### src/include/t2cc_regs.svh
`ifndef T2CC_REGS_SVH
`define T2CC_REGS_SVH

`define T2CC_ADDR_MODE_CFG   8'hC1
`define T2CC_ADDR_CAP1_LOW   8'hC2
`define T2CC_ADDR_CAP1_HIGH  8'hC3
`define T2CC_ADDR_CAP2_LOW   8'hC4
`define T2CC_ADDR_CAP2_HIGH  8'hC5
`define T2CC_ADDR_CAP3_LOW   8'hC6
`define T2CC_ADDR_CAP3_HIGH  8'hC7
`define T2CC_ADDR_CONTROL    8'hC8
`define T2CC_ADDR_RELOAD_LOW 8'hCA
`define T2CC_ADDR_RELOAD_HI  8'hCB
`define T2CC_ADDR_COUNT_LOW  8'hCC
`define T2CC_ADDR_COUNT_HIGH 8'hCD

`define T2CC_RST_MODE_CFG    8'h00
`define T2CC_RST_CONTROL     8'h00
`define T2CC_RST_RELOAD      16'h0000
`define T2CC_RST_CAPTURE     16'h0000
`define T2CC_RST_COUNT       16'h0000

`define T2CC_CTL_PRESCALE    7
`define T2CC_CTL_IRQ3_EDGE   6
`define T2CC_CTL_IRQ2_EDGE   5
`define T2CC_CTL_RELOAD_HI   4
`define T2CC_CTL_RELOAD_LO   3
`define T2CC_CTL_CMP_MODE    2
`define T2CC_CTL_SRC_HI      1
`define T2CC_CTL_SRC_LO      0

`define T2CC_PRESCALE_SLOW   5'd12
`define T2CC_PRESCALE_FAST   5'd24

`define T2CC_MODE_OFF        2'b00
`define T2CC_MODE_COMPARE    2'b10
`define T2CC_MODE_CAPTURE    2'b11
`endif

### src/include/t2cc_pkg.sv
package t2cc_pkg;
  typedef enum logic [1:0] {
    T2CC_SRC_STOP  = 2'b00,
    T2CC_SRC_CLOCK = 2'b01,
    T2CC_SRC_EDGE  = 2'b10,
    T2CC_SRC_GATED = 2'b11
  } t2cc_src_t;

  typedef struct packed {
    logic      prescale_select;
    logic      irq_three_edge_select;
    logic      irq_two_edge_select;
    logic [1:0] reload_mode_select;
    logic      compare_mode_select;
    t2cc_src_t count_source_select;
  } t2cc_ctl_t;

  typedef struct packed {
    logic       wr;
    logic       rd;
    logic [7:0] addr;
    logic [7:0] wdata;
  } t2cc_sfr_req_t;
endpackage

### src/t2cc_top.sv
`timescale 1ns/100ps
`include "t2cc_regs.svh"
module t2cc_top
  import t2cc_pkg::*;
#(
  parameter int NUM_CAPTURE = 3
)
(
  input  wire logic          mclk,
  input  wire logic          sys_rst,
  input  wire t2cc_sfr_req_t sfr_req,
  output logic [7:0]         sfr_rdata,
  output logic               sfr_hit,
  input  wire logic          timer_ext_input,
  input  wire logic          low_freq_clock,
  output logic               compare_mode_select,
  output logic               irq_three_edge_select,
  output logic               irq_two_edge_select,
  output logic               compare_enable,
  output logic               overflow_pulse,
  output logic [15:0]        timer_value
);
  t2cc_ctl_t   ctl_q;
  logic [7:0]  mode_cfg_q;
  logic [15:0] reload_q;
  logic [15:0] count_q;
  logic [15:0] cap_q [NUM_CAPTURE];
  logic [4:0]  pre_cnt_q;
  logic        ext_q;
  logic        fall_q;
  logic        lf_q;
  logic        trig_q;
  logic        trig_prev_q;
  logic        tick;
  logic        step;
  logic        wrap;
  logic        reload_ev;
  logic [4:0]  pre_len;

  // the register map has byte pairs for exactly three capture registers
  if (NUM_CAPTURE != 3) begin : g_bad_capture_count
    $error("NUM_CAPTURE must be 3");
  end

  wire wr = sfr_req.wr;
  wire [7:0] a = sfr_req.addr;
  wire [7:0] wd = sfr_req.wdata;

  // prescaler runs only in clocked modes so the first step lands a full period after start
  assign pre_len = ctl_q.prescale_select ? `T2CC_PRESCALE_FAST : `T2CC_PRESCALE_SLOW;
  assign tick    = (pre_cnt_q == pre_len - 5'd1);

  always_ff @(posedge mclk) begin
    if (sys_rst || ctl_q.count_source_select == T2CC_SRC_STOP || tick) begin
      pre_cnt_q <= 5'd0;
    end else if (ctl_q.count_source_select != T2CC_SRC_EDGE) begin
      pre_cnt_q <= pre_cnt_q + 5'd1;
    end
  end

  // input sampled every edge; the falling edge is registered so the step comes a cycle later
  always_ff @(posedge mclk) begin
    if (sys_rst) begin
      ext_q  <= 1'b0;
      fall_q <= 1'b0;
    end else begin
      ext_q  <= timer_ext_input;
      fall_q <= ext_q && !timer_ext_input;
    end
  end

  always_comb begin
    case (ctl_q.count_source_select)
      T2CC_SRC_STOP:  step = 1'b0;
      T2CC_SRC_CLOCK: step = tick;
      T2CC_SRC_EDGE:  step = fall_q;
      T2CC_SRC_GATED: step = tick && timer_ext_input;
      default:        step = 1'b0;
    endcase
  end

  // reload trigger: low_freq_clock halved internally, sampled as a plain input
  always_ff @(posedge mclk) begin
    if (sys_rst) begin
      lf_q        <= 1'b0;
      trig_q      <= 1'b0;
      trig_prev_q <= 1'b0;
    end else begin
      lf_q        <= low_freq_clock;
      trig_prev_q <= trig_q;
      if (low_freq_clock && !lf_q) begin
        trig_q <= !trig_q;
      end
    end
  end

  assign wrap = step && (count_q == 16'hFFFF);
  always_comb begin
    case (ctl_q.reload_mode_select)
      2'b10:   reload_ev = wrap;
      2'b11:   reload_ev = trig_prev_q && !trig_q;
      default: reload_ev = 1'b0;
    endcase
  end

  always_ff @(posedge mclk) begin
    if (sys_rst) begin
      count_q <= `T2CC_RST_COUNT;
    end else if (reload_ev) begin
      count_q <= reload_q;
    end else if (wr && a == `T2CC_ADDR_COUNT_LOW) begin
      count_q[7:0] <= wd;
    end else if (wr && a == `T2CC_ADDR_COUNT_HIGH) begin
      count_q[15:8] <= wd;
    end else if (step) begin
      count_q <= count_q + 16'h0001;
    end
  end

  always_ff @(posedge mclk) begin
    if (sys_rst) begin
      ctl_q      <= `T2CC_RST_CONTROL;
      mode_cfg_q <= `T2CC_RST_MODE_CFG;
    end else begin
      if (wr && a == `T2CC_ADDR_CONTROL) begin
        ctl_q <= wd;
      end
      if (wr && a == `T2CC_ADDR_MODE_CFG) begin
        mode_cfg_q <= wd;
      end
    end
  end

  // reload register; capture mode 11 replaces the low-byte write with the live count
  always_ff @(posedge mclk) begin
    if (sys_rst) begin
      reload_q <= `T2CC_RST_RELOAD;
    end else if (wr && a == `T2CC_ADDR_RELOAD_LOW) begin
      if (mode_cfg_q[1:0] == `T2CC_MODE_CAPTURE) begin
        reload_q <= count_q;
      end else begin
        reload_q[7:0] <= wd;
      end
    end else if (wr && a == `T2CC_ADDR_RELOAD_HI) begin
      reload_q[15:8] <= wd;
    end
  end

  genvar gi;
  generate
    for (gi = 0; gi < NUM_CAPTURE; gi++) begin : g_cap
      localparam logic [7:0] LO = `T2CC_ADDR_CAP1_LOW + 8'(2 * gi);
      wire [1:0] md = mode_cfg_q[2*gi+3 -: 2];
      always_ff @(posedge mclk) begin
        if (sys_rst) begin
          cap_q[gi] <= `T2CC_RST_CAPTURE;
        end else if (wr && a == LO) begin
          if (md == `T2CC_MODE_CAPTURE) begin
            cap_q[gi] <= count_q;
          end else begin
            cap_q[gi][7:0] <= wd;
          end
        end else if (wr && a == LO + 8'h01) begin
          cap_q[gi][15:8] <= wd;
        end
      end

    end
  endgenerate

  always_ff @(posedge mclk) begin
    if (sys_rst) begin
      sfr_rdata <= 8'h00;
      sfr_hit   <= 1'b0;
    end else begin
      sfr_hit <= sfr_req.rd;
      case (a)
        `T2CC_ADDR_MODE_CFG:   sfr_rdata <= mode_cfg_q;
        `T2CC_ADDR_CAP1_LOW:   sfr_rdata <= cap_q[0][7:0];
        `T2CC_ADDR_CAP1_HIGH:  sfr_rdata <= cap_q[0][15:8];
        `T2CC_ADDR_CAP2_LOW:   sfr_rdata <= cap_q[1][7:0];
        `T2CC_ADDR_CAP2_HIGH:  sfr_rdata <= cap_q[1][15:8];
        `T2CC_ADDR_CAP3_LOW:   sfr_rdata <= cap_q[2][7:0];
        `T2CC_ADDR_CAP3_HIGH:  sfr_rdata <= cap_q[2][15:8];
        `T2CC_ADDR_CONTROL:    sfr_rdata <= ctl_q;
        `T2CC_ADDR_RELOAD_LOW: sfr_rdata <= reload_q[7:0];
        `T2CC_ADDR_RELOAD_HI:  sfr_rdata <= reload_q[15:8];
        `T2CC_ADDR_COUNT_LOW:  sfr_rdata <= count_q[7:0];
        `T2CC_ADDR_COUNT_HIGH: sfr_rdata <= count_q[15:8];
        default:               sfr_rdata <= 8'h00;
      endcase
    end
  end

  // status copies for the surrounding compare and interrupt logic
  always_ff @(posedge mclk) begin
    if (sys_rst) begin
      compare_mode_select   <= 1'b0;
      irq_three_edge_select <= 1'b0;
      irq_two_edge_select   <= 1'b0;
      compare_enable        <= 1'b0;
      overflow_pulse        <= 1'b0;
      timer_value           <= 16'h0000;
    end else begin
      compare_mode_select   <= ctl_q.compare_mode_select;
      irq_three_edge_select <= ctl_q.irq_three_edge_select;
      irq_two_edge_select   <= ctl_q.irq_two_edge_select;
      compare_enable        <= mode_cfg_q[1:0] == `T2CC_MODE_COMPARE;
      overflow_pulse        <= wrap;
      timer_value           <= count_q;
    end
  end
endmodule

### config.mk
export PLATFORM = sky130hd
export DESIGN_NAME = t2cc_top
export DESIGN_NICKNAME = d
export VERILOG_FILES = /design/src/include/t2cc_pkg.sv /design/src/t2cc_top.sv
export VERILOG_INCLUDE_DIRS = /design/src /design/src/include
export SDC_FILE = /design/constraint.sdc
export NUM_CORES = 1
export LEC_CHECK = 0
export ABC_AREA = 1
export BUFFER_PORTS_ARGS = -buffer_cell sky130_fd_sc_hd__buf_2
export CAP_MARGIN = 20
export CORE_ASPECT_RATIO = 1.2
export CORE_MARGIN = 2
export CORE_UTILIZATION = 40
export CTS_BUF_LIST = sky130_fd_sc_hd__clkbuf_8
export DETAILED_ROUTE_END_ITERATION = 10
export PLACE_DENSITY = 0.53
export SLEW_MARGIN = 20
export SYNTH_ARGS = -nofsm -noshare
export SYNTH_HDL_FRONTEND = slang
export SYNTH_SLANG_ARGS = --single-unit
### constraint.sdc
create_clock -name mclk -period 4.85 [get_ports mclk]
set_input_delay 0 -clock mclk [delete_from_list [all_inputs] [get_ports mclk]]
set_output_delay 0 -clock mclk [all_outputs]
set_load 0.03 [all_outputs]
==> impl_metrics.tcl <==
set metrics [dict create \
    finalCritPeriodShare_pct 43.0 \
    synth_compound_area_share_pct 16.5 \
    synth_fa_ha_area_share_pct 0.356 \
    synth_cell_types 42 \
    synth_top_family_by_area "simple AND/OR/NAND/NOR gates" \
    ys_seq_elements 136 \
    antenna_found_initial 0 \
    finalHoldViolCount 0 \
    detail-route-antenna-nets 0 \
    leakagePower_nw 3.25 \
    post-route-util_pct 45.7 \
    fillCellCount 1800 \
    clockPowerShare_pct 43.7 \
    power_frac_comb_pct 4.7 \
    avgSynthCellArea_um2 7.86 \
    p_sw_share_pct 23.9 \
    layout-drive-gt1-share_pct 16.0 \
    grt_max_degree 47 \
    cts_setup_buffers 0 \
    cts_tree "done" \
    slew_viol_final 0 \
    die_w_um 125 \
    seq_area_frac_synth_pct 45.6 \
    placed_area_um2 7410 \
    status "finished clean" \
    cts_inserted_buffers 17 \
    stdcell_count 1184 \
    intPower_mw 1.77 \
    setup_slack_ps 2770 \
    clk_latency_ps 460 \
    path_cells "ha_1 -> nand3_1 -> inv_1 -> nand2_1 -> nor2_2 -> nand4_2 -> nand2_4 -> inv_6 -> nand2_8 -> clkinv_8 -> nor2_2 -> nor2_1" \
    yosys_warnings 0 \
    route.detailed.drc 0 \
    max_stage_delay_ps 380 \
    post-route-min-period_ps 2080 \
    htreeDepth 4 \
    synthSimpleGateAreaFrac_pct 25.5 \
    power.share.sequential_pct 51.6 \
    initial_core_util_pct 40.4 \
    dr.pass1.iters 6 \
    post-dp-hpwl_um 16800 \
    postSynthCellCount 894 \
    whs_ps 142 \
    crit_top_cell "nor2_2" \
    grt_pass1_wl_um 34800 \
    syn2layout_area_growth_pct 13.0 \
    ios 52 \
    worst_setup_path_start_kind "flop" \
    slowest_stage "dfxtp_1" \
    finalSetupViolations 0 \
    final.setup.tns_ps 0 \
    synth_xor_xnor_area_share_pct 1.37 \
    hold_path.class "in -> reg" \
    worstSetupPathType "reg -> reg" \
    endpoint_kind "flop" \
    dp_cells 1141 \
    synth_area_um2 7030 \
    slew_headroom_pct 27.5 \
    fmax_ghz 0.480 \
    clock_sinks 136 \
    cts_buffer_depth 2 \
    gp_congestion 0.959 \
    rsz0062_at_grt "no" \
    portBuffers 51 \
    muxShareOfSynthArea_pct 0 \
    crit_fanout 18 \
    arrival_ps 2450 \
    wire_per_inst_um 19.2 \
    fin_worst_skew_ps 13.3 \
    drt_iter0_markers 559 \
    path_clk_slew_ps 80 \
    cts-root-buf "clkbuf_8" \
    first_global_vias 6061 \
    dieHeight_um 149 \
    maxCapViolCount 0 \
    coreArea_um2 17400 \
    syn_nets 918 \
    p_sw_mw 0.555 \
    p_per_area_nw_per_um2 293 \
    worst_pin_slew_ps 1080 \
    place_ws_ps 2640 \
    globalRouteOverflowTotal 0 \
    crit_required_ps 5210 \
    viasPerCell 5.26 \
    fp-row-count 53 \
    nets 975 \
    grtUsageTotal_pct 25.0 \
    total_power_mw 2.33 \
    fin_area_um2 7940 \
    ir_drop_v 0.000164 \
    totalWireLength_um 22800 \
    vias 6233 \
    diodes 0 \
    die-area_um2 18600 \
]
-- timing repair --
action                     in CTS  in global routing
setup endpoints to repair       0                  0
hold buffers                   11                  0
hold endpoints to repair       20                  0
gates resized for setup         0                  0
-- synth_stat cells (all sizes together) --
| cell type | n | area share, % |
|---|---|---|
| a211oi | 23 | 2.5 |
| a21oi | 28 | 2.0 |
| a31oi | 1 | 0.089 |
| and2 | 1 | 0.089 |
| buf | 18 | 1.9 |
| clkbuf | 8 | 0.43 |
| clkinv | 3 | 0.34 |
| dfxtp | 88 | 25 |
| edfxtp | 48 | 21 |
| ha | 2 | 0.36 |
| inv | 147 | 8.0 |
| nand2 | 192 | 11 |
| nand3 | 52 | 4.2 |
| nand4 | 12 | 1.7 |
| nor2 | 105 | 6.9 |
| nor3 | 9 | 1.2 |
| o21ai | 86 | 6.7 |
| o22ai | 59 | 5.3 |
| or2 | 1 | 0.089 |
| xnor2 | 2 | 0.25 |
| xor2 | 9 | 1.1 |
-- worst max-delay path: cells and delay by family, from the launching register on --
family        cells  cell delay (ps)
simple gates      8             1070
flops             1              380
buf+inv           3              310
fa+ha+maj         1              200
-- worst paths after layout --
check	slack (ps)	from	end	depth (start not counted)
min	140	sfr_req[11]	sfr_rdata[7]	7
max reg2reg	2770	count_q[0]	count_q[1]	12
max	2770	count_q[0]	count_q[1]	12
min reg2reg	430	ext_q	fall_q	2
-- placed cells by master (no fill, tap or decap), types with 23 or more instances in the layout --
cell      synthesis  routed
inv_1           131     132
buf_2             7      51
o21ai_0          44      44
a211oi_1         23      23
nand2_1         177     177
o21ai_1          31      31
a21oi_1          28      28
o22ai_1          59      59
nand3_1          48      48
nor2_1           89      89
edfxtp_1         48      48
dfxtp_1          88      88
-- cells by family (layout without fill, tap and decap cells) --
family                   after synthesis  count (layout)
AO/OA/AOI/OAI                        197             197
XOR/XNOR                              11              11
adder cells (fa/ha/maj)                2               2
buffers and inverters                176             246
flip-flops                           136             136
AND/OR/NAND/NOR                      372             372
-- layer usage --
layer | vias to the layer above | track usage, % | share of wire [%]
met5 | - | 0 | 0
met4 | 0 | 12.3 | 4.2
met3 | 58 | 4.52 | 6.7
met2 | 231 | 40.2 | 46
met1 | 2876 | 32.5 | 43
li1 | 3068 | - | -
-- power groups by stage --
stage | Clock, mW | Sequential [mW] | Combinational, mW
after floorplan | 0 | 1.23 | 0.0571
after global placement | 0 | 1.23 | 0.103
after detailed placement | 0 | 1.23 | 0.103
after CTS | 1.03 | 1.20 | 0.110
after global routing | 1.08 | 1.20 | 0.118
final | 1.02 | 1.20 | 0.110
-- registers in the layout, indices dropped and copies added (netlist names), 5 cells and up --
name	flops
sfr_rdata	8
ctl_q	8
timer_value	16
cap_q	48
mode_cfg_q	8
reload_q	16
count_q	16
pre_cnt_q	5
-- cell type report --
| type | instances | area [um2] | area share [%] |
|---|---|---|---|
| Sequential cell | 136 | 3200 | 40.4 |
| Clock buffer | 17 | 234 | 2.95 |
| Clock inverter | 15 | 185 | 2.33 |
| Inverter | 150 | 586 | 7.38 |
| Tap cell | 220 | 275 | 3.47 |
| Timing Repair Buffer | 64 | 380 | 4.79 |
| Multi-Input combinational cell | 582 | 3070 | 38.7 |
Note: power is estimated with default switching activity, not from simulation.
